## config.mk

```make
export PLATFORM = sky130hd
export DESIGN_NAME = rhts_top
export DESIGN_NICKNAME = d
export VERILOG_FILES = /design/src/rhts_pkg.sv /design/src/rhts_crc_if.sv /design/src/rhts_top.sv /design/src/rhts_crc8.sv /design/src/rhts_sync2.sv
export VERILOG_INCLUDE_DIRS = /design/src
export SDC_FILE = /design/constraint.sdc
export NUM_CORES = 1
export LEC_CHECK = 0
export ABC_CLOCK_PERIOD_IN_PS = 3900
export BUFFER_PORTS_ARGS = -buffer_cell sky130_fd_sc_hd__buf_2
export CAP_MARGIN = 40
export CORE_ASPECT_RATIO = 0.6
export CORE_MARGIN = 3
export CORE_UTILIZATION = 45
export CTS_CLUSTER_SIZE = 40
export DETAILED_ROUTE_END_ITERATION = 10
export PLACE_DENSITY_LB_ADDON = 0.1
export SLEW_MARGIN = 20
export SYNTH_ARGS = -nofsm -noshare
export SYNTH_HDL_FRONTEND = slang
export SYNTH_HIERARCHICAL = 1
export SYNTH_SLANG_ARGS = --single-unit
```

## constraint.sdc

```tcl
create_clock -name clk_i -period 3.9 [get_ports clk_i]
set_clock_uncertainty 0.1 [all_clocks]
set_input_delay 0.39 -clock clk_i [delete_from_list [all_inputs] [get_ports clk_i]]
set_output_delay 0.39 -clock clk_i [all_outputs]
set_load 0.005 [all_outputs]
```

## src/rhts_defines.svh

```systemverilog
`ifndef RHTS_DEFINES_SVH
`define RHTS_DEFINES_SVH

// Bus address and command codes
`define RHTS_ADDR         7'h40
`define RHTS_CMD_HUM_HOLD 8'hE5
`define RHTS_CMD_HUM_POLL 8'hF5
`define RHTS_CMD_TMP_HOLD 8'hE3
`define RHTS_CMD_TMP_POLL 8'hF3
`define RHTS_CMD_LAST_TMP 8'hE0
`define RHTS_CMD_RESET    8'hFE
`define RHTS_CMD_CFG_WR   8'hE6
`define RHTS_CMD_CFG_RD   8'hE7
`define RHTS_CMD_ID1_A    8'hFA
`define RHTS_CMD_ID1_B    8'h0F
`define RHTS_CMD_ID2_A    8'hFC
`define RHTS_CMD_ID2_B    8'hC9
`define RHTS_CMD_FW_A     8'h84
`define RHTS_CMD_FW_B     8'hB8

// Configuration register layout
`define RHTS_CFG_RST      8'h3A
`define RHTS_CFG_WMASK    8'h85
`define RHTS_CFG_ONES     8'h3A
`define RHTS_HTR_BIT      2
`define RHTS_VDDS_BIT     6

// Result tagging and checksum
`define RHTS_HUM_TAG      2'h2
`define RHTS_TMP_TAG      2'h0
`define RHTS_CRC_POLY     8'h31
`define RHTS_CRC_INIT     8'h00
`define RHTS_IDLE_BYTE    8'hFF

// Response byte positions
`define RHTS_MEAS_CRC_IDX 3'h2
`define RHTS_ID_CRC_IDX   3'h4

`endif

```

## src/rhts_pkg.sv

```systemverilog
package rhts_pkg;

   // Serial engine states
   typedef enum logic [2:0] {
      RHTS_IDLE,
      RHTS_ADDR,
      RHTS_ADDR_ACK,
      RHTS_RX,
      RHTS_RX_ACK,
      RHTS_STRETCH,
      RHTS_TX,
      RHTS_TX_ACK
   } rhts_state_t;

   // What a read phase returns
   typedef enum logic [2:0] {
      RHTS_RSP_NONE,
      RHTS_RSP_MEAS,
      RHTS_RSP_LAST_T,
      RHTS_RSP_CFG,
      RHTS_RSP_ID1,
      RHTS_RSP_ID2,
      RHTS_RSP_FW
   } rhts_rsp_t;

endpackage

```

## src/rhts_crc_if.sv

```systemverilog
`timescale 1ns/100ps
interface rhts_crc_if;
   logic [7:0] crc_in;
   logic [7:0] data_in;
   logic [7:0] crc_out;

   modport calc (input crc_in, input data_in, output crc_out);
   modport user (output crc_in, output data_in, input crc_out);
endinterface

```

## src/rhts_top.sv

```systemverilog
// Function
// - Answer as bus slave at 7-bit address 0x40, direction flag in bit 0.
// - 0xE5 starts humidity with clock hold, 0xF5 humidity with polling.
// - 0xE3 starts temperature with clock hold, 0xF3 with polling; new result returned.
// - 0xE0 returns temperature captured in last humidity conversion, no new conversion.
// - 0xE6 writes configuration, 0xE7 reads it, 0xFE resets it.
// - Recognise command pairs FA 0F, FC C9 and 84 B8.
// - Hold mode: acknowledge read address, stretch clock until conversion done.
// - Polling mode: refuse read address while converting, acknowledge once done.
// - Send result MSB then LSB; checksum only if host acknowledges LSB.
// - Checksum is CRC-8, polynomial x^8+x^5+x^4+1, initial value zero.
// - Checksum optional for measurements and for the FA 0F and FC C9 identity reads, else absent.
// - Never append checksum to temperature kept from humidity conversion.
// - Humidity conversion also takes temperature and keeps it.
// - Humidity code low two bits always binary 10.
// - Temperature code low two bits always binary 00.
// - Configuration read returns one byte with no checksum.
// - Configuration bit 2 enables the on-chip heater.
`timescale 1ns/100ps
`include "rhts_defines.svh"
module rhts_top
   import rhts_pkg::*;
#(
   parameter logic [31:0] SERIAL_A = 32'h1234_5678,  // Arbitrary identity value
   parameter logic [31:0] SERIAL_B = 32'h9ABC_DEF0,  // Arbitrary identity value
   parameter logic [7:0]  FW_REV   = 8'h10           // Arbitrary revision value
) (
   input  wire logic        clk_i,          // 50 MHz system clock
   input  wire logic        srst_i,         // Synchronous reset, active high
   input  wire logic        scl_i,          // Serial clock pin level
   output logic             scl_o,          // Serial clock drive value (low)
   output logic             scl_oe_o,       // Pull serial clock low
   input  wire logic        sda_i,          // Serial data pin level
   output logic             sda_o,          // Serial data drive value (low)
   output logic             sda_oe_o,       // Pull serial data low
   input  wire logic        vdd_low_i,      // Supply low status
   output logic             conv_start_o,   // One-cycle conversion request
   output logic             conv_humid_o,   // Request is humidity (else temp)
   input  wire logic        conv_done_i,    // One-cycle conversion finished
   input  wire logic [15:0] conv_hum_i,     // Raw humidity code
   input  wire logic [15:0] conv_temp_i,    // Raw temperature code
   output logic             heater_en_o     // Heater on
);

   logic [1:0]  pins_s;
   logic        scl_s;
   logic        sda_s;
   logic        scl_d_reg;
   logic        sda_d_reg;
   logic        scl_rise;
   logic        scl_fall;
   logic        bus_start;
   logic        bus_stop;

   rhts_state_t st_reg;
   rhts_rsp_t   rsp_reg;
   logic [3:0]  bit_cnt_reg;
   logic [7:0]  shift_reg;
   logic [7:0]  tx_reg;
   logic        wbyte_reg;
   logic [7:0]  cmd_reg;
   logic [2:0]  idx_reg;
   logic [7:0]  crc_reg;
   logic        rw_reg;

   logic        busy_reg;
   logic        hold_reg;
   logic [15:0] result_reg;
   logic [15:0] last_temp_reg;
   logic [7:0]  cfg_reg;
   logic [7:0]  cfg_rd;
   logic [7:0]  tx_byte;
   logic        rx_done;
   logic        meas_cmd;

   rhts_crc_if crc_bus ();

   // Both pins come from the bus, so they are synchronised first
   rhts_sync2 u_sync (
      .clk_i   (clk_i),
      .srst_i  (srst_i),
      .async_i ({scl_i, sda_i}),
      .sync_o  (pins_s)
   );
   assign scl_s = pins_s[1];
   assign sda_s = pins_s[0];

   rhts_crc8 u_crc (
      .crc (crc_bus.calc)
   );
   assign crc_bus.crc_in  = crc_reg;
   assign crc_bus.data_in = tx_byte;

   // Delayed copies for edge and condition detection
   always_ff @(posedge clk_i) begin
      if (srst_i) begin
         scl_d_reg <= 1'b1;
         sda_d_reg <= 1'b1;
      end else begin
         scl_d_reg <= scl_s;
         sda_d_reg <= sda_s;
      end
   end

   assign scl_rise  = scl_s & ~scl_d_reg;
   assign scl_fall  = ~scl_s & scl_d_reg;
   assign bus_start = scl_s & scl_d_reg & sda_d_reg & ~sda_s;
   assign bus_stop  = scl_s & scl_d_reg & ~sda_d_reg & sda_s;

   // Completed write byte, ready for decode on the eighth falling edge
   assign rx_done  = (st_reg == RHTS_RX) && scl_fall && (bit_cnt_reg == 4'h8);
   assign meas_cmd = rx_done && !wbyte_reg &&
                     (shift_reg == `RHTS_CMD_HUM_HOLD || shift_reg == `RHTS_CMD_HUM_POLL ||
                      shift_reg == `RHTS_CMD_TMP_HOLD || shift_reg == `RHTS_CMD_TMP_POLL);

   // Reserved bits read as one, supply status is live
   always_comb begin
      cfg_rd = (cfg_reg & `RHTS_CFG_WMASK) | `RHTS_CFG_ONES;
      cfg_rd[`RHTS_VDDS_BIT] = vdd_low_i;
   end

   // Response byte for the current index; past the end the bus sees ones
   always_comb begin
      tx_byte = `RHTS_IDLE_BYTE;
      case (rsp_reg)
         RHTS_RSP_MEAS: begin
            if (idx_reg == 3'h0) tx_byte = result_reg[15:8];
            else if (idx_reg == 3'h1) tx_byte = result_reg[7:0];
            else if (idx_reg == `RHTS_MEAS_CRC_IDX) tx_byte = crc_reg;
         end
         RHTS_RSP_LAST_T: begin
            // No checksum position at all for the kept temperature
            if (idx_reg == 3'h0) tx_byte = last_temp_reg[15:8];
            else if (idx_reg == 3'h1) tx_byte = last_temp_reg[7:0];
         end
         RHTS_RSP_CFG: begin
            if (idx_reg == 3'h0) tx_byte = cfg_rd;
         end
         RHTS_RSP_ID1: begin
            if (idx_reg < `RHTS_ID_CRC_IDX) tx_byte = SERIAL_A[8*(3-idx_reg) +: 8];
            else if (idx_reg == `RHTS_ID_CRC_IDX) tx_byte = crc_reg;
         end
         RHTS_RSP_ID2: begin
            if (idx_reg < `RHTS_ID_CRC_IDX) tx_byte = SERIAL_B[8*(3-idx_reg) +: 8];
            else if (idx_reg == `RHTS_ID_CRC_IDX) tx_byte = crc_reg;
         end
         RHTS_RSP_FW: begin
            if (idx_reg == 3'h0) tx_byte = FW_REV;
         end
         RHTS_RSP_NONE: begin
            tx_byte = `RHTS_IDLE_BYTE;
         end
         default: begin
            tx_byte = `RHTS_IDLE_BYTE;
         end
      endcase
   end

   // Serial engine: address, command bytes, read phase, pin drive
   always_ff @(posedge clk_i) begin
      if (srst_i) begin
         st_reg      <= RHTS_IDLE;
         rsp_reg     <= RHTS_RSP_NONE;
         bit_cnt_reg <= 4'h0;
         shift_reg   <= 8'h00;
         tx_reg      <= 8'h00;
         wbyte_reg   <= 1'b0;
         cmd_reg     <= 8'h00;
         idx_reg     <= 3'h0;
         crc_reg     <= `RHTS_CRC_INIT;
         rw_reg      <= 1'b0;
         sda_oe_o    <= 1'b0;
         scl_oe_o    <= 1'b0;
      end else if (bus_start) begin
         // A repeated start ends whatever phase was running
         st_reg      <= RHTS_ADDR;
         bit_cnt_reg <= 4'h0;
         sda_oe_o    <= 1'b0;
         scl_oe_o    <= 1'b0;
      end else if (bus_stop) begin
         st_reg   <= RHTS_IDLE;
         sda_oe_o <= 1'b0;
         scl_oe_o <= 1'b0;
      end else begin
         case (st_reg)
            RHTS_IDLE: begin
               sda_oe_o <= 1'b0;
               scl_oe_o <= 1'b0;
            end
            RHTS_ADDR: begin
               if (scl_rise) begin
                  shift_reg   <= {shift_reg[6:0], sda_s};
                  bit_cnt_reg <= bit_cnt_reg + 4'h1;
               end else if (scl_fall && bit_cnt_reg == 4'h8) begin
                  rw_reg <= shift_reg[0];
                  if (shift_reg[7:1] != `RHTS_ADDR) begin
                     st_reg <= RHTS_IDLE;
                  end else if (shift_reg[0] && busy_reg && !hold_reg) begin
                     st_reg <= RHTS_IDLE;
                  end else begin
                     sda_oe_o <= 1'b1;
                     st_reg   <= RHTS_ADDR_ACK;
                  end
               end
            end
            RHTS_ADDR_ACK: begin
               if (scl_fall) begin
                  sda_oe_o    <= 1'b0;
                  bit_cnt_reg <= 4'h0;
                  idx_reg     <= 3'h0;
                  crc_reg     <= `RHTS_CRC_INIT;
                  if (!rw_reg) begin
                     wbyte_reg <= 1'b0;
                     st_reg    <= RHTS_RX;
                  end else if (busy_reg) begin
                     // Hold the clock low; the host cannot run ahead
                     scl_oe_o <= 1'b1;
                     st_reg   <= RHTS_STRETCH;
                  end else begin
                     tx_reg      <= tx_byte;
                     sda_oe_o    <= ~tx_byte[7];
                     bit_cnt_reg <= 4'h1;
                     st_reg      <= RHTS_TX;
                  end
               end
            end
            RHTS_STRETCH: begin
               if (!busy_reg) begin
                  // Data leads the clock release by a cycle
                  tx_reg      <= tx_byte;
                  sda_oe_o    <= ~tx_byte[7];
                  bit_cnt_reg <= 4'h1;
                  st_reg      <= RHTS_TX;
               end
            end
            RHTS_RX: begin
               if (scl_rise) begin
                  shift_reg   <= {shift_reg[6:0], sda_s};
                  bit_cnt_reg <= bit_cnt_reg + 4'h1;
               end else if (rx_done) begin
                  sda_oe_o <= 1'b1;
                  st_reg   <= RHTS_RX_ACK;
                  if (!wbyte_reg) begin
                     cmd_reg   <= shift_reg;
                     wbyte_reg <= 1'b1;
                     case (shift_reg)
                        `RHTS_CMD_HUM_HOLD, `RHTS_CMD_HUM_POLL,
                        `RHTS_CMD_TMP_HOLD, `RHTS_CMD_TMP_POLL: begin
                           rsp_reg <= RHTS_RSP_MEAS;
                        end
                        `RHTS_CMD_LAST_TMP: rsp_reg <= RHTS_RSP_LAST_T;
                        `RHTS_CMD_CFG_RD:   rsp_reg <= RHTS_RSP_CFG;
                        default:            rsp_reg <= RHTS_RSP_NONE;
                     endcase
                  end else begin
                     // Second byte completes a two-byte command
                     if (cmd_reg == `RHTS_CMD_ID1_A && shift_reg == `RHTS_CMD_ID1_B) begin
                        rsp_reg <= RHTS_RSP_ID1;
                     end else if (cmd_reg == `RHTS_CMD_ID2_A &&
                                  shift_reg == `RHTS_CMD_ID2_B) begin
                        rsp_reg <= RHTS_RSP_ID2;
                     end else if (cmd_reg == `RHTS_CMD_FW_A &&
                                  shift_reg == `RHTS_CMD_FW_B) begin
                        rsp_reg <= RHTS_RSP_FW;
                     end
                  end
               end
            end
            RHTS_RX_ACK: begin
               if (scl_fall) begin
                  sda_oe_o    <= 1'b0;
                  bit_cnt_reg <= 4'h0;
                  st_reg      <= RHTS_RX;
               end
            end
            RHTS_TX: begin
               scl_oe_o <= 1'b0;
               if (scl_fall) begin
                  if (bit_cnt_reg == 4'h8) begin
                     sda_oe_o <= 1'b0;
                     st_reg   <= RHTS_TX_ACK;
                  end else begin
                     sda_oe_o    <= ~tx_reg[3'h7 - bit_cnt_reg[2:0]];
                     bit_cnt_reg <= bit_cnt_reg + 4'h1;
                  end
               end
            end
            RHTS_TX_ACK: begin
               if (scl_rise) begin
                  if (sda_s) begin
                     // Host refused the byte: nothing more, not even a checksum
                     st_reg <= RHTS_IDLE;
                  end else begin
                     crc_reg <= crc_bus.crc_out;
                     idx_reg <= idx_reg + 3'h1;
                  end
               end else if (scl_fall) begin
                  tx_reg      <= tx_byte;
                  sda_oe_o    <= ~tx_byte[7];
                  bit_cnt_reg <= 4'h1;
                  st_reg      <= RHTS_TX;
               end
            end
            default: begin
               st_reg <= RHTS_IDLE;
            end
         endcase
      end
   end

   // Conversion control and result capture
   always_ff @(posedge clk_i) begin
      if (srst_i) begin
         busy_reg      <= 1'b0;
         hold_reg      <= 1'b0;
         conv_start_o  <= 1'b0;
         conv_humid_o  <= 1'b0;
         result_reg    <= 16'h0000;
         last_temp_reg <= 16'h0000;
      end else begin
         conv_start_o <= meas_cmd;
         if (meas_cmd) begin
            busy_reg     <= 1'b1;
            conv_humid_o <= (shift_reg == `RHTS_CMD_HUM_HOLD) ||
                            (shift_reg == `RHTS_CMD_HUM_POLL);
            hold_reg     <= (shift_reg == `RHTS_CMD_HUM_HOLD) ||
                            (shift_reg == `RHTS_CMD_TMP_HOLD);
         end else if (conv_done_i && busy_reg) begin
            busy_reg <= 1'b0;
            if (conv_humid_o) begin
               result_reg    <= {conv_hum_i[15:2], `RHTS_HUM_TAG};
               last_temp_reg <= {conv_temp_i[15:2], `RHTS_TMP_TAG};
            end else begin
               result_reg <= {conv_temp_i[15:2], `RHTS_TMP_TAG};
            end
         end
      end
   end

   // Configuration register; writes store only the writable bits, reset and 0xFE load RHTS_CFG_RST
   always_ff @(posedge clk_i) begin
      if (srst_i) begin
         cfg_reg <= `RHTS_CFG_RST;
      end else if (rx_done && !wbyte_reg && shift_reg == `RHTS_CMD_RESET) begin
         cfg_reg <= `RHTS_CFG_RST;
      end else if (rx_done && wbyte_reg && cmd_reg == `RHTS_CMD_CFG_WR) begin
         cfg_reg <= shift_reg & `RHTS_CFG_WMASK;
      end
   end

   // Heater follows its configuration bit
   always_ff @(posedge clk_i) begin
      if (srst_i) begin
         heater_en_o <= 1'b0;
         scl_o       <= 1'b0;
         sda_o       <= 1'b0;
      end else begin
         heater_en_o <= cfg_reg[`RHTS_HTR_BIT];
         scl_o       <= 1'b0;
         sda_o       <= 1'b0;
      end
   end

endmodule

```

## src/rhts_crc8.sv

```systemverilog
`timescale 1ns/100ps
`include "rhts_defines.svh"
module rhts_crc8 (
   rhts_crc_if.calc crc    // Running checksum and next byte
);
   // One byte of CRC-8, MSB first, folded into a single cycle
   always_comb begin
      logic [7:0] c;
      c = crc.crc_in ^ crc.data_in;
      for (int i = 0; i < 8; i++) begin
         if (c[7]) begin
            c = {c[6:0], 1'b0} ^ `RHTS_CRC_POLY;
         end else begin
            c = {c[6:0], 1'b0};
         end
      end
      crc.crc_out = c;
   end
endmodule

```

## src/rhts_sync2.sv

```systemverilog
`timescale 1ns/100ps
module rhts_sync2 (
   input  wire logic       clk_i,    // System clock
   input  wire logic       srst_i,   // Synchronous reset
   input  wire logic [1:0] async_i,  // Pin levels
   output logic      [1:0] sync_o    // Synchronised levels
);
   // Two flops per bit; the bus idles high so reset to one
   for (genvar g = 0; g < 2; g++) begin : g_bit
      logic meta_reg;
      logic sync_reg;
      always_ff @(posedge clk_i) begin
         if (srst_i) begin
            meta_reg <= 1'b1;
            sync_reg <= 1'b1;
         end else begin
            meta_reg <= async_i[g];
            sync_reg <= meta_reg;
         end
      end
      assign sync_o[g] = sync_reg;
   end
endmodule

```

==> results.toml <==
[synthesis]
synth_area_leaders = "dfxtp_1 34%, mux2i_1 9.6%, nor2_1 5.6%, a21oi_1 4.2%, clkbuf_1 2.7%"
synth-async-reset-ratio_pct = 0
synthCells = 649
synthFlopType = "dfxtp_1"
ys_types = 73
ys_ff_latch = 92
synth_area_um2 = 5410
synth_top_area_share_pct = 34.1
synth_area_per_cell_um2 = 8.33
yosys_warnings = 6
yosysSeqAreaShare_pct = 34.1
synth_edf_count = 0
yosysTopAreaCell = "dfxtp_1"

[clocking]
hold_buffers = 0
root_buffer = "clkbuf_16"
cts_made_buffers = 9
clock_path_buffers = 2
postCtsSetupBuffers = 0
clk_latency_ns = 0.34
path_clk_slew_ns = 0.07
cts_tree = "built"
cts_sinks = 92
htree_num_levels = 3
post_cts_resized = 0

[global_routing]
grt_pass1_vias = 4278
gr-usage-met1_pct = 35.9
grt-busiest-layer = "met1"
grt_antenna_before_repair = 0
gr-usage-met2_pct = 27.1
grt.overflow.total = 0
grt_pass1_wl_mm = 23.4
grt_max_degree = 44
use_met3_pct = 4.66
track_usage_pct = 21.4

[power_and_ir_drop]
power.density_nw_per_um2 = 314
swShare_pct = 24.5
pwr-share-comb_pct = 3.9
switching_power_mw = 0.463
ir_worst_vdd_v = 0.000218
leakagePower_nw = 2.24
p_clk_share_pct = 46.1
internal_power_mw = 1.42
pwr-share-seq_pct = 50.1

[critical_path]
worstPathArrival_ns = 3.78
path_class = "flop to flop"
crit_family = "XOR/XNOR gates"
crit_slowest_cell = "a221oi_1"
crit_chain = "inv_1, ha_1, nor3b_1, o21ai_0, a221oi_1, nand2_1, xnor2_1, xnor3_2, xnor2_4, xor2_1, nand3_1, a21oi_1"
worstPathRequired_ns = 4.07
path_buf_inv = 1
setup.worst_path.start_class = "flop"
crit_path_max_incr_delay_ns = 0.57
crit_fanout = 14
critPathCaptureType = "flop"

[timing]
tns_ns = 0
setup_viol = 0
clock.fmax_ghz = 0.277
timing.slew.headroom_pct = 52.3
maxSlewViolCount = 0
finalCritPeriodShare_pct = 92.5
holdWs_ns = 0.123
max_slew.worst_pin.slew_ns = 0.714
hold_viol_final = 0
final.min_clock_period_ns = 3.61
rsz0062_at_grt = "no"

[worst_hold_path]
hold_class = "input pin to flop"

[floorplanning]
io_pins = 45
core_area_um2 = 11500
start_util_pct = 46.9
die_area_um2 = 13400
die-height_um = 90.9
num_rows = 30
die_x_um = 148

[routing]
drt_iter0_drc = 484
viasPerCell = 5.78
wl_per_cell_um = 17.3
vias = 4784
ant_nets = 0
dr.pass1.iters = 5
routed_wl_mm = 14.3
route.detailed.drc = 0

[layout]
fillCellCount = 1107
area.sequential_um2 = 1840
diodes = 0
largest_register_ffs = 15
instances_no_fill = 828
area_delta_synth_final_pct = 11.1
layout-drive-gt1-share_pct = 13.9
fin_nets = 710
multi_input_area_um2 = 3310

[status]
status = "finished clean"

[placement]
hpwl_mm = 10.8
dp_cells = 811
port_buffers = 38
place.gp.congestion = 0.930

[run]
maxCapViolCount = 0
-- cells in the mapped netlist, types with 5 or more instances --
cell and n:
a211oi_1 16, a21oi_1 45, a41oi_1 5, buf_4 5, clkbuf_1 39, dfxtp_1 92, ha_1 9, inv_1 16
mux2i_1 52, nand2_1 35, nand2b_1 17, nand3_1 20, nand3b_1 6, nor2_1 80, nor2b_1 22, nor3_1 16
nor3b_1 10, o21ai_0 27, o31ai_1 11, xnor2_1 13, xor2_1 10
-- power groups by stage --
stage	logic (mW)	registers [mW]	clock network [mW]
after floorplan	0.0425	0.964	0
after global placement	0.0679	0.966	0
after detailed placement	0.0698	0.966	0
after CTS	0.0700	0.944	0.888
after global routing	0.0810	0.944	0.923
final	0.0728	0.944	0.868
-- layer usage --
metal,up-vias,wire length [um]
li1,2361,-
met1,2233,7890
met2,181,5300
met3,9,1050
met4,0,67
met5,-,0
-- final cells by class --
cell class                 count  area share [%]
multi-input combinational    493            55.1
sequential                    92            30.7
timing repair buffer          51            5.06
clock buffer                   9            3.75
tap                          160            3.33
clock inverter                 7            1.10
inverter                      16            1.00
-- metrics by stage --
stage	power (mW)	cell area [um^2]	utilization [%]	worst slack, ns
after floorplan	1.01	5410	-	0.409
after global placement	1.03	5680	49.3	0.486
after detailed placement	1.04	5690	49.4	0.446
after CTS	1.90	5980	51.9	0.383
after global routing	1.95	6000	52.1	0.0232
final	1.88	6000	52.1	0.293
-- path summary, 6_finish.rpt --
path,slack [ns],end,startpoint,cells after the start
worst max-delay path,0.29,crc_bus.crc_in[0],idx_reg[1],12
worst min-delay path,0.12,u_sync/g_bit[1].meta_reg,scl_i,2
worst max register to register,0.29,crc_bus.crc_in[0],idx_reg[1],12
worst min register to register,0.30,u_sync/g_bit[1].sync_reg,u_sync/g_bit[1].meta_reg,1
-- layout by cell type, fill, tap and decap left out, types with 4 or more instances in the layout --
| cell | n |
|---|---|
| nor3b_1 | 10 |
| inv_1 | 16 |
| buf_2 | 38 |
| xnor2_1 | 13 |
| and3_1 | 4 |
| o21ai_0 | 27 |
| or2_1 | 4 |
| nor2b_1 | 22 |
| mux2i_1 | 52 |
| ha_1 | 9 |
| nand3_1 | 20 |
| dfxtp_1 | 92 |
| nand2b_1 | 17 |
| a41oi_1 | 5 |
| nor2_1 | 80 |
| o211ai_1 | 4 |
| a211oi_1 | 16 |
| a21oi_1 | 45 |
| nand2_1 | 35 |
| clkbuf_16 | 9 |
| o31ai_1 | 11 |
| xor2_1 | 10 |
| and4b_1 | 4 |
| nor3_1 | 16 |
| buf_4 | 11 |
| or3b_2 | 4 |
| nand3b_1 | 6 |
-- worst register-to-register path: cells and delay by family (launching register included) --
family	cells	cell delay (ns)
xor gates and xnor gates	4	1.18
AOI/OAI and AO/OA	3	0.84
and+or+nand+nor	3	0.47
DFF	1	0.45
adders and majority gates	1	0.36
buffers and inverters	1	0.15
-- logic make-up (layout without fill, tap and decap cells) --
| family | count (synthesis) | in the layout | share of synthesized area (%) |
|---|---|---|---|
| buffers and inverters | 65 | 83 | 5.07 |
| XOR/XNOR | 27 | 27 | 5.28 |
| other | 1 | 2 | 0.0694 |
| adder cells (fa/ha/maj) | 9 | 9 | 2.08 |
| multiplexers | 56 | 56 | 10.9 |
| flip-flops | 92 | 92 | 34.1 |
| AO/OA/AOI/OAI | 150 | 150 | 18.3 |
| AND/OR/NAND/NOR | 249 | 249 | 24.3 |
No activity file was read; power rests on OpenSTA's default activity.
